### src/wtf_pkg.sv
// Package for the wake-up timer: offsets, fields, reset values, types.
package wtf_pkg;

  // ==========================================================
  // Register map (byte addresses on the plain register port)
  localparam logic [7:0] ADDR_CONTROL = 8'h23;
  localparam logic [7:0] ADDR_RELOAD_HI = 8'h24;
  localparam logic [7:0] ADDR_RELOAD_LO = 8'h25;
  localparam logic [7:0] ADDR_COUNT_HI = 8'h26;
  localparam logic [7:0] ADDR_COUNT_LO = 8'h27;
  localparam logic [7:0] ADDR_IRQ_STATUS = 8'h30;
  localparam logic [7:0] ADDR_IRQ_MASK = 8'h31;

  // ==========================================================
  // Control fields
  localparam int BIT_RUNNING = 7;
  localparam int BIT_PERMIT = 6;
  localparam int BIT_TRIM = 5;
  localparam int BIT_CARD = 4;
  localparam int BIT_RESTART = 3;
  localparam int BIT_WAKE = 2;
  localparam int CLKSEL_LSB = 0;

  // Interrupt status bits
  localparam int IRQ_UNDERFLOW = 0;
  localparam int IRQ_CARD_FOUND = 1;
  localparam int IRQ_CARD_ABSENT = 2;
  localparam int IRQ_WIDTH = 3;

  // ==========================================================
  // Reset values
  localparam logic [7:0] CONTROL_RST = 8'h00;
  localparam logic [7:0] RELOAD_RST = 8'h00;
  localparam logic [IRQ_WIDTH-1:0] IRQ_MASK_RST = 3'h0;

  // Divider ratios for input clock select 00b..11b
  localparam logic [5:0] DIV_1 = 6'h01;
  localparam logic [5:0] DIV_8 = 6'h08;
  localparam logic [5:0] DIV_16 = 6'h10;
  localparam logic [5:0] DIV_32 = 6'h20;

  typedef enum logic [1:0] {
    CLK_UNDIV,
    CLK_DIV8,
    CLK_DIV16,
    CLK_DIV32
  } wtf_clksel_t;

  // Stored control fields (running flag kept separately)
  typedef struct packed {
    logic auto_osc_trim;
    logic auto_card_detect;
    logic auto_reload_restart;
    logic auto_wake_on_underflow;
    wtf_clksel_t input_clock_select;
  } wtf_ctrl_t;

  // Plain register port request
  typedef struct packed {
    logic [7:0] addr;
    logic [7:0] wdata;
    logic wr;
    logic rd;
  } wtf_req_t;

  // Requests to the surrounding system on underflow, and power down on an absent card
  typedef struct packed {
    logic trim_start;
    logic card_detect_start;
    logic wake;
    logic power_down;
  } wtf_sys_t;

endpackage : wtf_pkg

### src/wtf_wake_timer.sv
// Wake-up timer: 16-bit down counter on a divided low-frequency oscillator tick.
//
// Contract
// - Control bit 7 reads the live running state of the timer.
// - Running flag changes on write only when permit bit 6 is set too.
// - Auto trim bit 5 launches an oscillator trim on every underflow.
// - Auto card detect bit 4 runs detection on underflow; card found raises irq.
// - No card: power down if enabled; timer restarts at once without gap.
// - Card detection uses the third timer to time the field-on window.
// - Auto restart bit 3 reloads and continues; clear stops at zero unless auto card detect bit 4 is set.
// - Interrupt flag sets on every underflow, whatever the restart setting.
// - Auto wake bit 2 leaves power down on each underflow.
// - Clock select 00/01/10/11 gives oscillator clock divided by 1/8/16/32.
// - Each start event loads the counter from the concatenated reload bytes.
// - Reload byte writes do not disturb a running countdown.
// - Upper count byte reads as a live read-only value.
// - Control byte sits at address 23h.
// - Lower count byte reads live at address 27h.
// - Underflow reactivates the system when auto wake bit 2 is set and may launch card detection.
//
// The plain strobed port was chosen for this implementation.
`timescale 1ns/1ps

module wtf_wake_timer (
  // Clock and reset
  input wire logic clk,
  input wire logic arst_n,
  // Low-frequency oscillator tick, from another clock domain
  input wire logic osc_tick_async,
  // Register port
  input wire wtf_pkg::wtf_req_t req,
  output logic [7:0] rdata,
  // Card detection sequence results, same clock domain
  input wire logic card_detect_done,
  input wire logic card_present,
  // Timer three field-on window, same clock domain
  output logic field_timer_start,
  // System requests, one-cycle pulses
  output wtf_pkg::wtf_sys_t sys_req,
  // Interrupt
  output logic irq
);

  // ==========================================================
  // Oscillator tick synchroniser and edge detect
  logic tick_s1_q;
  logic tick_s2_q;
  logic tick_s3_q;
  always_ff @(posedge clk or negedge arst_n) begin
    if (!arst_n) begin
      tick_s1_q <= 1'b0;
      tick_s2_q <= 1'b0;
      tick_s3_q <= 1'b0;
    end else begin
      tick_s1_q <= osc_tick_async;
      tick_s2_q <= tick_s1_q;
      tick_s3_q <= tick_s2_q;
    end
  end
  wire logic osc_edge = tick_s2_q & ~tick_s3_q;

  // ==========================================================
  // Registers
  wtf_pkg::wtf_ctrl_t ctrl_q;
  logic running_q;
  logic [7:0] reload_hi_q;
  logic [7:0] reload_lo_q;
  logic [15:0] count_q;
  logic [5:0] div_q;
  logic [wtf_pkg::IRQ_WIDTH-1:0] irq_stat_q;
  logic [wtf_pkg::IRQ_WIDTH-1:0] irq_mask_q;
  logic card_busy_q;

  // Divide ratio for a clock select code
  function automatic logic [5:0] div_ratio(input wtf_pkg::wtf_clksel_t sel);
    case (sel)
      wtf_pkg::CLK_UNDIV: div_ratio = wtf_pkg::DIV_1;
      wtf_pkg::CLK_DIV8: div_ratio = wtf_pkg::DIV_8;
      wtf_pkg::CLK_DIV16: div_ratio = wtf_pkg::DIV_16;
      wtf_pkg::CLK_DIV32: div_ratio = wtf_pkg::DIV_32;
      default: div_ratio = wtf_pkg::DIV_1;
    endcase
  endfunction : div_ratio

  // ==========================================================
  // Address decode
  wire logic wr_ctrl = req.wr && (req.addr == wtf_pkg::ADDR_CONTROL);
  wire logic wr_rhi = req.wr && (req.addr == wtf_pkg::ADDR_RELOAD_HI);
  wire logic wr_rlo = req.wr && (req.addr == wtf_pkg::ADDR_RELOAD_LO);
  wire logic wr_stat = req.wr && (req.addr == wtf_pkg::ADDR_IRQ_STATUS);
  wire logic wr_mask = req.wr && (req.addr == wtf_pkg::ADDR_IRQ_MASK);
  wire logic permit_wr = wr_ctrl && req.wdata[wtf_pkg::BIT_PERMIT];
  wire logic start_wr = permit_wr && req.wdata[wtf_pkg::BIT_RUNNING] && !running_q;
  wire logic stop_wr = permit_wr && !req.wdata[wtf_pkg::BIT_RUNNING];

  // ==========================================================
  // Counting datapath
  wire logic [15:0] reload_value_full = {reload_hi_q, reload_lo_q};
  wire logic [5:0] ratio = div_ratio(ctrl_q.input_clock_select);
  // Greater-or-equal so a ratio lowered mid-count wraps at the next edge
  wire logic div_wrap = (div_q >= ratio - 6'h01);
  wire logic count_tick = running_q && osc_edge && div_wrap;
  wire logic underflow = count_tick && (count_q == 16'h0000);
  // Card detection forces an immediate restart regardless of auto restart
  wire logic keep_going = ctrl_q.auto_reload_restart || ctrl_q.auto_card_detect;

  always_ff @(posedge clk or negedge arst_n) begin
    if (!arst_n) begin
      div_q <= 6'h00;
    end else if (start_wr || !running_q) begin
      div_q <= 6'h00;
    end else if (osc_edge) begin
      div_q <= div_wrap ? 6'h00 : div_q + 6'h01;
    end
  end

  // Reload bytes only reach the counter on a start or an underflow reload
  always_ff @(posedge clk or negedge arst_n) begin
    if (!arst_n) begin
      count_q <= 16'h0000;
    end else if (start_wr || (underflow && keep_going)) begin
      count_q <= reload_value_full;
    end else if (count_tick && !underflow) begin
      count_q <= count_q - 16'h0001;
    end
  end

  a_reload_on_start: assert property (@(posedge clk) disable iff (!arst_n)
    start_wr
    |=> (count_q == $past(reload_value_full)))
    else $error("start did not load reload value");

  a_count_step: assert property (@(posedge clk) disable iff (!arst_n)
    (count_tick && !underflow)
    |=> (count_q == $past(count_q) - 16'h0001))
    else $error("count did not step by one");

  a_count_hold: assert property (@(posedge clk) disable iff (!arst_n)
    (running_q && !count_tick)
    |=> $stable(count_q))
    else $error("count moved without a tick");

  a_stopped_hold: assert property (@(posedge clk) disable iff (!arst_n)
    (!running_q && !start_wr)
    |=> $stable(count_q))
    else $error("stopped count moved");

  a_reload_restart: assert property (@(posedge clk) disable iff (!arst_n)
    (underflow && keep_going)
    |=> (count_q == $past(reload_value_full)))
    else $error("underflow did not reload");

  a_reload_hold: assert property (@(posedge clk) disable iff (!arst_n)
    ((wr_rhi || wr_rlo) && running_q && !count_tick && !start_wr)
    |=> $stable(count_q))
    else $error("reload write disturbed count");

  a_count_read_only: assert property (@(posedge clk) disable iff (!arst_n)
    (req.wr && !count_tick &&
     (req.addr == wtf_pkg::ADDR_COUNT_HI || req.addr == wtf_pkg::ADDR_COUNT_LO))
    |=> $stable(count_q))
    else $error("count write changed count");

  always_ff @(posedge clk or negedge arst_n) begin
    if (!arst_n) begin
      running_q <= 1'b0;
    end else if (start_wr) begin
      running_q <= 1'b1;
    end else if (stop_wr || (underflow && !keep_going)) begin
      running_q <= 1'b0;
    end
  end

  a_running_permit: assert property (@(posedge clk) disable iff (!arst_n)
    (wr_ctrl && !req.wdata[wtf_pkg::BIT_PERMIT] && !underflow)
    |=> $stable(running_q))
    else $error("running flag changed without permit");

  a_permit_start: assert property (@(posedge clk) disable iff (!arst_n)
    (permit_wr && req.wdata[wtf_pkg::BIT_RUNNING] && !underflow)
    |=> running_q)
    else $error("permitted start did not run");

  a_permit_stop: assert property (@(posedge clk) disable iff (!arst_n)
    (wr_ctrl && req.wdata[wtf_pkg::BIT_PERMIT] && !req.wdata[wtf_pkg::BIT_RUNNING])
    |=> !running_q)
    else $error("permitted stop did not halt");

  a_restart_no_gap: assert property (@(posedge clk) disable iff (!arst_n)
    (underflow && keep_going && !stop_wr)
    |=> running_q)
    else $error("timer did not restart");

  a_stop_at_zero: assert property (@(posedge clk) disable iff (!arst_n)
    (underflow && !keep_going)
    |=> (!running_q && count_q == 16'h0000))
    else $error("timer did not stop at zero");

  // ==========================================================
  // Software-written registers
  always_ff @(posedge clk or negedge arst_n) begin
    if (!arst_n) begin
      ctrl_q <= wtf_pkg::wtf_ctrl_t'(wtf_pkg::CONTROL_RST[5:0]);
      reload_hi_q <= wtf_pkg::RELOAD_RST;
      reload_lo_q <= wtf_pkg::RELOAD_RST;
      irq_mask_q <= wtf_pkg::IRQ_MASK_RST;
    end else begin
      if (wr_ctrl) begin
        ctrl_q <= wtf_pkg::wtf_ctrl_t'(req.wdata[5:0]);
      end
      if (wr_rhi) begin
        reload_hi_q <= req.wdata;
      end
      if (wr_rlo) begin
        reload_lo_q <= req.wdata;
      end
      if (wr_mask) begin
        irq_mask_q <= req.wdata[wtf_pkg::IRQ_WIDTH-1:0];
      end
    end
  end

  a_ctrl_fields: assert property (@(posedge clk) disable iff (!arst_n)
    wr_ctrl
    |=> (6'(ctrl_q) == $past(req.wdata[5:0])))
    else $error("control fields not written");

  // ==========================================================
  // Card detection tracking and system requests
  wire logic card_start = underflow && ctrl_q.auto_card_detect;
  wire logic card_end = card_busy_q && card_detect_done;
  wire logic card_found = card_end && card_present;
  wire logic card_absent = card_end && !card_present;

  always_ff @(posedge clk or negedge arst_n) begin
    if (!arst_n) begin
      card_busy_q <= 1'b0;
    end else if (card_start) begin
      card_busy_q <= 1'b1;
    end else if (card_end) begin
      card_busy_q <= 1'b0;
    end
  end

  always_ff @(posedge clk or negedge arst_n) begin
    if (!arst_n) begin
      sys_req <= '0;
      field_timer_start <= 1'b0;
    end else begin
      sys_req.trim_start <= underflow && ctrl_q.auto_osc_trim;
      sys_req.card_detect_start <= card_start;
      field_timer_start <= card_start;
      sys_req.wake <= underflow && ctrl_q.auto_wake_on_underflow;
      // Stay active when no wake is armed; power controller decides the rest
      sys_req.power_down <= card_absent && ctrl_q.auto_wake_on_underflow;
    end
  end

  a_trim_launch: assert property (@(posedge clk) disable iff (!arst_n)
    (underflow && ctrl_q.auto_osc_trim)
    |=> sys_req.trim_start)
    else $error("trim not launched");

  a_trim_source: assert property (@(posedge clk) disable iff (!arst_n)
    sys_req.trim_start
    |-> ($past(underflow) && $past(ctrl_q.auto_osc_trim)))
    else $error("trim without armed underflow");

  a_card_launch: assert property (@(posedge clk) disable iff (!arst_n)
    (underflow && ctrl_q.auto_card_detect)
    |=> (sys_req.card_detect_start && field_timer_start))
    else $error("card detection not launched");

  a_card_field: assert property (@(posedge clk) disable iff (!arst_n)
    field_timer_start
    |-> ($past(underflow) && $past(ctrl_q.auto_card_detect)))
    else $error("field window without card detect");

  a_power_down: assert property (@(posedge clk) disable iff (!arst_n)
    (card_absent && ctrl_q.auto_wake_on_underflow)
    |=> sys_req.power_down)
    else $error("no card did not power down");

  a_stay_active: assert property (@(posedge clk) disable iff (!arst_n)
    sys_req.power_down
    |-> $past(card_absent))
    else $error("power down without absent card");

  a_wake_launch: assert property (@(posedge clk) disable iff (!arst_n)
    sys_req.wake
    |-> $past(underflow))
    else $error("wake without underflow");

  a_wake_on_flow: assert property (@(posedge clk) disable iff (!arst_n)
    (underflow && ctrl_q.auto_wake_on_underflow)
    |=> sys_req.wake)
    else $error("underflow did not wake");

  a_wake_pulse: assert property (@(posedge clk) disable iff (!arst_n)
    sys_req.wake
    |=> !sys_req.wake)
    else $error("wake request longer than one cycle");

  // ==========================================================
  // Interrupt status: set wins over write-one-to-clear
  wire logic [wtf_pkg::IRQ_WIDTH-1:0] irq_set = {card_absent, card_found, underflow};
  wire logic [wtf_pkg::IRQ_WIDTH-1:0] irq_clr =
    wr_stat ? req.wdata[wtf_pkg::IRQ_WIDTH-1:0] : '0;

  always_ff @(posedge clk or negedge arst_n) begin
    if (!arst_n) begin
      irq_stat_q <= '0;
    end else begin
      irq_stat_q <= (irq_stat_q & ~irq_clr) | irq_set;
    end
  end
  assign irq = |(irq_stat_q & irq_mask_q);

  a_underflow_sets_irq: assert property (@(posedge clk) disable iff (!arst_n)
    underflow
    |=> irq_stat_q[wtf_pkg::IRQ_UNDERFLOW])
    else $error("underflow did not set flag");

  a_card_irq: assert property (@(posedge clk) disable iff (!arst_n)
    card_found
    |=> irq_stat_q[wtf_pkg::IRQ_CARD_FOUND])
    else $error("card found did not set flag");

  a_no_card_flag: assert property (@(posedge clk) disable iff (!arst_n)
    card_absent
    |=> irq_stat_q[wtf_pkg::IRQ_CARD_ABSENT])
    else $error("absent card did not set flag");

  a_w1c_clear: assert property (@(posedge clk) disable iff (!arst_n)
    (wr_stat && req.wdata[wtf_pkg::IRQ_UNDERFLOW] && !underflow)
    |=> !irq_stat_q[wtf_pkg::IRQ_UNDERFLOW])
    else $error("write one did not clear flag");

  // ==========================================================
  // Read mux, data one cycle after the strobe
  logic [7:0] rd_mux;
  always_comb begin
    case (req.addr)
      wtf_pkg::ADDR_CONTROL: rd_mux = {running_q, 1'b0, ctrl_q};
      wtf_pkg::ADDR_RELOAD_HI: rd_mux = reload_hi_q;
      wtf_pkg::ADDR_RELOAD_LO: rd_mux = reload_lo_q;
      wtf_pkg::ADDR_COUNT_HI: rd_mux = count_q[15:8];
      wtf_pkg::ADDR_COUNT_LO: rd_mux = count_q[7:0];
      wtf_pkg::ADDR_IRQ_STATUS: rd_mux = {5'h00, irq_stat_q};
      wtf_pkg::ADDR_IRQ_MASK: rd_mux = {5'h00, irq_mask_q};
      default: rd_mux = 8'h00;
    endcase
  end

  always_ff @(posedge clk or negedge arst_n) begin
    if (!arst_n) begin
      rdata <= 8'h00;
    end else if (req.rd) begin
      rdata <= rd_mux;
    end else begin
      rdata <= 8'h00;
    end
  end

  a_read_running: assert property (@(posedge clk) disable iff (!arst_n)
    (req.rd && req.addr == wtf_pkg::ADDR_CONTROL)
    |=> (rdata[7] == $past(running_q)))
    else $error("running bit read wrong");

  a_read_bit6: assert property (@(posedge clk) disable iff (!arst_n)
    (req.rd && req.addr == wtf_pkg::ADDR_CONTROL)
    |=> !rdata[wtf_pkg::BIT_PERMIT])
    else $error("permit bit read back set");

  a_read_count_hi: assert property (@(posedge clk) disable iff (!arst_n)
    (req.rd && req.addr == wtf_pkg::ADDR_COUNT_HI)
    |=> (rdata == $past(count_q[15:8])))
    else $error("count high byte read wrong");

  a_read_count_lo: assert property (@(posedge clk) disable iff (!arst_n)
    (req.rd && req.addr == wtf_pkg::ADDR_COUNT_LO)
    |=> (rdata == $past(count_q[7:0])))
    else $error("count low byte read wrong");

  a_read_reload: assert property (@(posedge clk) disable iff (!arst_n)
    (req.rd && req.addr == wtf_pkg::ADDR_RELOAD_LO)
    |=> (rdata == $past(reload_lo_q)))
    else $error("reload low byte read wrong");

endmodule : wtf_wake_timer

### config.mk
export PLATFORM = sky130hd
export DESIGN_NAME = wtf_wake_timer
export DESIGN_NICKNAME = d
export VERILOG_FILES = /design/src/wtf_pkg.sv /design/src/wtf_wake_timer.sv
export SDC_FILE = /design/constraint.sdc
export NUM_CORES = 1
export LEC_CHECK = 0
export CORE_MARGIN = 2
export CORE_UTILIZATION = 35
export DETAILED_ROUTE_END_ITERATION = 16
export DONT_BUFFER_PORTS = 1
export GPL_ROUTABILITY_DRIVEN = 0
export GPL_TIMING_DRIVEN = 0
export SLEW_MARGIN = 20
export SYNTH_ARGS = -nofsm -noshare
export SYNTH_HDL_FRONTEND = slang
export SYNTH_SLANG_ARGS = --single-unit
### constraint.sdc
create_clock -name clk -period 3.4 [get_ports clk]
set_input_delay 1.02 -clock clk [delete_from_list [all_inputs] [get_ports clk]]
set_output_delay 1.02 -clock clk [all_outputs]
set_load 0.01 [all_outputs]
==> results of run 1 <==
[routing by layer]
| metal | vias to the layer above | wire length [um] |
|---|---|---|
| met3 | 36 | 498 |
| met4 | 0 | 403 |
| met5 | - | 0 |
| li1 | 1298 | - |
| met2 | 95 | 4080 |
| met1 | 1382 | 3830 |
[synth_stat cells, drive strengths merged, types with 3 or more instances]
cell type / n / area [um2]
inv: 11 / 41.3
a22oi: 4 / 30.0
nand3: 10 / 50.1
or3: 4 / 25.0
nor4b: 3 / 47.5
a21o: 4 / 30.0
a221oi: 7 / 61.3
dfrtp: 67 / 1680
mux2i: 11 / 110
o21ai: 17 / 85.1
and3: 4 / 25.0
nand2: 27 / 101
and2: 3 / 18.8
nor3b: 5 / 42.5
buf: 7 / 42.5
ha: 6 / 75.1
o31ai: 5 / 37.5
nand2b: 4 / 25.0
mux2: 23 / 259
a31oi: 7 / 43.8
nor4: 6 / 50.0
clkbuf: 10 / 37.5
o22ai: 3 / 18.8
nor3: 11 / 71.3
a21oi: 13 / 68.8
a221o: 8 / 86.3
nor2: 33 / 124
a22o: 3 / 26.3
[worst min path at each step]
stage	startpoint	to	cells after the start
finish	arst_n	rdata[2]	0
global route	arst_n	reload_lo_q[7]	0
global placement	tick_s1_q	tick_s2_q	0
CTS	arst_n	sys_req[1]	0
detailed placement	tick_s1_q	tick_s2_q	0
floorplan	tick_s1_q	tick_s2_q	0
[where the power goes]
part	internal, W	switching (W)	leakage (nW)
registers	0.000815	0.0000162	0.895
logic	0.0000289	0.0000355	0.718
clock network	0.000355	0.000304	0.0991
[per-stage QoR]
stage               hold slack [ns]  total power (W)  cells
floorplan                     0.331         0.000894    343
global placement              0.342         0.000909    476
detailed placement            0.347         0.000911    476
CTS                           0.340          0.00158    492
global route                  0.335          0.00162    492
finish                        0.356          0.00155    492
[state kept, by name, summed over array words and instances, names as in the netlist]
register,count
ctrl_q,6
tick_s1_q,1
reload_hi_q,8
count_q,16
rdata,8
running_q,1
tick_s2_q,1
tick_s3_q,1
reload_lo_q,8
irq_stat_q,3
sys_req,4
card_busy_q,1
div_q,6
irq_mask_q,3
[cells by family after synthesis]
kind of cell | after synthesis | share of synthesized area, %
AOI/OAI and AO/OA | 85 | 17.1
xor gates and xnor gates | 2 | 0.493
other | 1 | 0.105
and+or+nand+nor | 119 | 18.5
buffers and inverters | 28 | 3.41
DFF | 67 | 47.2
muxes | 35 | 11.0
adders and majority gates | 6 | 2.11
[worst max-delay path, delay by kind of cell]
kind | cells | cell delay (ns)
AND/OR/NAND/NOR | 3 | 1.64
multiplexers | 1 | 0.41
buffers and inverters | 1 | 0.17
[final cells by class]
cell class              count  area [um2]
clock inverters             5        52.6
clock buffers              11         141
multi-input cells         248        1760
plain buffers              17        80.1
flip-flops and latches     67        1680
inverters                  11        41.3
fillers                  1014        5900
well taps                 133         166
==> out/qor.txt, run 1 <==
Measured slew at the worst slew-check pin = 1.01 ns
Final worst slack = 0.390 ns
Post-CTS setup buffer count = 0
Final net count = 383
Crit path launch type = primary input
Unique masters post-synth = 63
Hold crit path type = primary input to asynchronous set/reset pin
Clk_skew = 0.0118 ns
Reg2reg path depth = 8
Placement row count = 36
Grt met3 use = 4.30%
Maxcap violations = 0
Most frequent cells in the layout = dfrtp_1, nor2_1, nand2_1
Layout cells sized above 1 = 17.3%
Reg clk slew, reported paths = 0.08 ns
CP cell instances = or4b_1 -> buf_2 -> or3b_4 -> nor3_2 -> mux2_2
Final cell utilization of the core = 39.9%
GR peak layer = met2
Primary FF master, synth = dfrtp_1
Die area = 11,000 um2
CTS root buf = clkbuf_8
Post-synth EDFFs = 0
TritonCTS clock tree = yes
Critical path origin = req[13]
Crit path DAT = 3.24 ns
Dpl hpwl = 6520 um
Final WL = 8810 um
Remaining global-route overflow = 0
CTS resizes = 0
Layout overhead on the synthesized area = 10.1%
Register bit count reported by yosys = 67
Post-route ant nets = 0
CTS Buf Count = 9
Detailed-route via count = 2,811
Final Max Tran Viols = 0
Post-Syn Area = 3550 um2
Synth Net Count = 372
Initial antenna violation count = 0
Setup WS pre-CTS = 0.0590 ns
GR Util All Layers = 17.1%
Max clock buf depth = 2
Maximum vdd drop = 220 uV
Routed wire per std cell = 17.9 um
Final setup violation count = 0
Critical path endpoint = reload_lo_q[6]
Via/cell ratio = 5.71
Post-synthesis sequential area ratio = 47.2%
Maximum fanout along the worst path = 9
Critical Path RT = 3.63 ns
Die Span Y = 105 um
Setup total negative slack = 0 ns
Final hold vios = 0
Final period util = 88.5%
Met2 Use GR = 26.1%
Largest net degree at the start of global routing = 68
Diodes inserted = 0
Tmin final = 3.01 ns
DRC = 0
First-pass GRT wire length = 14,600 um
CP Capture Type = flop
IO Count = 37
Slowest cell on crit path = nor3_2
Slew margin rel. = 32.0%
Latest clock arrival within the worst-skew pair = 0.35 ns
TritonRoute pass-1 iters = 5
Syn Area/Cell = 10.4 um2
Vias in the first global route = 2,802
CTS Hold Buffers Added = 0
Ys Warns = 0
Cell area after layout = 3920 um2
DR iter-0 viols = 184
R2R Setup Slk = 0.67 ns
Most common cell after layout, fill and taps aside = dfrtp_1
Worst path max stage delay = 0.73 ns
Critical path class = primary input to flop
Clock sink total = 67
R2r startpoint = count_q[0]
Core area = 9820 um2
Fmax = 332 MHz
Asr flop ratio synth = 100%
Initial Utilization = 36.2%
Power per cell area = 397 nW/um2
Die W = 105 um
Met1 usage = 21.7%
LEAKAGE = 1.71 nW
Dpl cell area = 3720 um2
RSZ-0062 raised after global routing = false
Syn Inst Count = 343
CTS H-Tree Depth = 3
Status = completed
Buffers on Ports = 0
Critical R2R Capture = count_q[0]
No activity file was read; power rests on OpenSTA's default activity.
==> inputs of run 2 (changes only) <==
--- a/config.mk
+++ b/config.mk
@@ -6,12 +6,14 @@
 export NUM_CORES = 1
 export LEC_CHECK = 0
 export CORE_MARGIN = 2
-export CORE_UTILIZATION = 35
+export CORE_UTILIZATION = 42
 export DETAILED_ROUTE_END_ITERATION = 16
 export DONT_BUFFER_PORTS = 1
 export GPL_ROUTABILITY_DRIVEN = 0
 export GPL_TIMING_DRIVEN = 0
+export SETUP_SLACK_MARGIN = 0.1
 export SLEW_MARGIN = 20
 export SYNTH_ARGS = -nofsm -noshare
 export SYNTH_HDL_FRONTEND = slang
 export SYNTH_SLANG_ARGS = --single-unit
+export TNS_END_PERCENT = 50
==> out/qor.txt, run 2 (synthesis results as in run 1) <==
Post-route ant nets = 0
Slew margin rel. = 35.1%
Final period util = 87.8%
GR Util All Layers = 20.9%
Core area = 8220 um2
Placement row count = 33
First-pass GRT wire length = 14,300 um
Reg2reg path depth = 8
Remaining global-route overflow = 0
Status = completed
Hold crit path type = primary input to asynchronous set/reset pin
Most common cell after layout, fill and taps aside = dfrtp_1
Top Layer Used = met4
Routed wire per std cell = 19.5 um
Die area = 9220 um2
Placed cell count = 448
Final Max Tran Viols = 0
Buffers on Ports = 0
Largest net degree at the start of global routing = 68
Maximum fanout along the worst path = 8
Seq pwr share = 52.9%
Fmax = 335 MHz
Initial antenna violation count = 1
Critical R2R Capture = count_q[0]
Switching pwr = 0.000388 W
Layout overhead on the synthesized area = 9.19%
Layout cells sized above 1 = 17.3%
Area taken by multi-input logic gates = 1760 um2
IO Count = 37
Maximum vdd drop = 162 uV
Vias in the first global route = 2,632
CP Capture Type = flop
Detailed-route via count = 2,811
Internal power = 0.00118 W
Initial Utilization = 43.3%
TritonCTS clock tree = yes
Final WL = 9080 um
Final net count = 383
Clock sink total = 67
Crit path launch type = primary input
R2r startpoint = count_q[0]
Final hold vios = 0
LEAKAGE = 1.71 nW
Crit path DAT = 3.23 ns
Setup WS pre-CTS = 0.0337 ns
Max clock buf depth = 2
Comb power frac = 4.1%
Reg clk slew, reported paths = 0.08 ns
Most frequent cells in the layout = dfrtp_1, nor2_1, nand2_1
Fin cells = 465
Final worst slack = 0.413 ns
Power per cell area = 405 nW/um2
Fill cell count = 764
Post-CTS setup buffer count = 0
DR iter-0 viols = 194
CTS Buf Count = 9
Maxcap violations = 0
Met1 Wirelength = 4090 um
Setup total negative slack = 0 ns
Latest clock arrival within the worst-skew pair = 0.36 ns
Via/cell ratio = 6.05
TritonRoute pass-1 iters = 5
CTS resizes = 0
R2R Setup Slk = 0.71 ns
Tmin final = 2.99 ns
Die W = 96.0 um
Clock power frac = 43.0%
Total chip power = 0.00157 W
Met3 wire len = 528 um
CTS H-Tree Depth = 3
Max FFs per register = 16
Met2 wire length = 4240 um
Critical path class = primary input to flop
Clk_skew = 0.0128 ns
Top reg by flops = count_q
Dpl hpwl = 6500 um
Measured slew at the worst slew-check pin = 0.958 ns
Die Span Y = 96.0 um
Critical Path RT = 3.64 ns
RSZ-0062 raised after global routing = false
Reg area = 1680 um2
CTS Hold Buffers Added = 0
CTS root buf = clkbuf_8
WHS = 0.345 ns
Sw Share = 24.7%
DRC = 0
Final setup violation count = 0
-- run 2: changes by cell type in the layout (fill, tap and decap cells not counted), sizes merged --
| cell | delta |
|---|---|
| clkbuf | -1 |
| diode | +1 |
| inv | +1 |
-- run 2: layer usage --
layer	vias up	GRT usage [%]
li1	1299	-
met1	1400	28.0
met2	95	32.1
met3	17	5.17
met4	0	8.81
met5	-	0
-- run 2: worst max-delay path by stage --
stage                 start             end  slack (ns)
global placement    req[13]  reload_hi_q[3]        0.04
finish              req[13]  reload_hi_q[3]        0.41
CTS                 req[13]  reload_hi_q[3]        0.41
floorplan           req[13]     count_q[14]        0.36
detailed placement  req[13]  reload_hi_q[3]        0.03
global route        req[13]  reload_lo_q[5]        0.33
-- run 2: critical path, cell delays in order --
cell and delay, ns:
or4b_1 0.49, buf_2 0.17, or3b_4 0.41, nor4b_4 0.73, mux2_2 0.41
-- run 2: cell type report --
class                   count  share of cell area [%]
well taps                 105                    3.38
inverters                  11                    1.06
plain buffers              17                    2.06
flip-flops and latches     67                    43.2
multi-input cells         248                    45.3
clock buffers              10                    3.29
clock inverters             6                    1.68
diodes                      1                  0.0645
-- run 2: power by group through the flow --
stage,logic (W),registers [W],clock network [W]
after floorplan,0.0000530,0.000841,0
after global placement,0.0000630,0.000846,0
after detailed placement,0.0000642,0.000847,0
after CTS,0.0000645,0.000831,0.000684
after global routing,0.0000714,0.000834,0.000718
final,0.0000647,0.000831,0.000676
-- run 2: metrics by stage --
| step | util (%) | area, um2 |
|---|---|---|
| after CTS | 47.2 | 3880 |
| after global placement | 44.9 | 3690 |
| after floorplan | - | 3550 |
| after global routing | 47.2 | 3880 |
| final | 47.2 | 3880 |
| after detailed placement | 44.9 | 3690 |
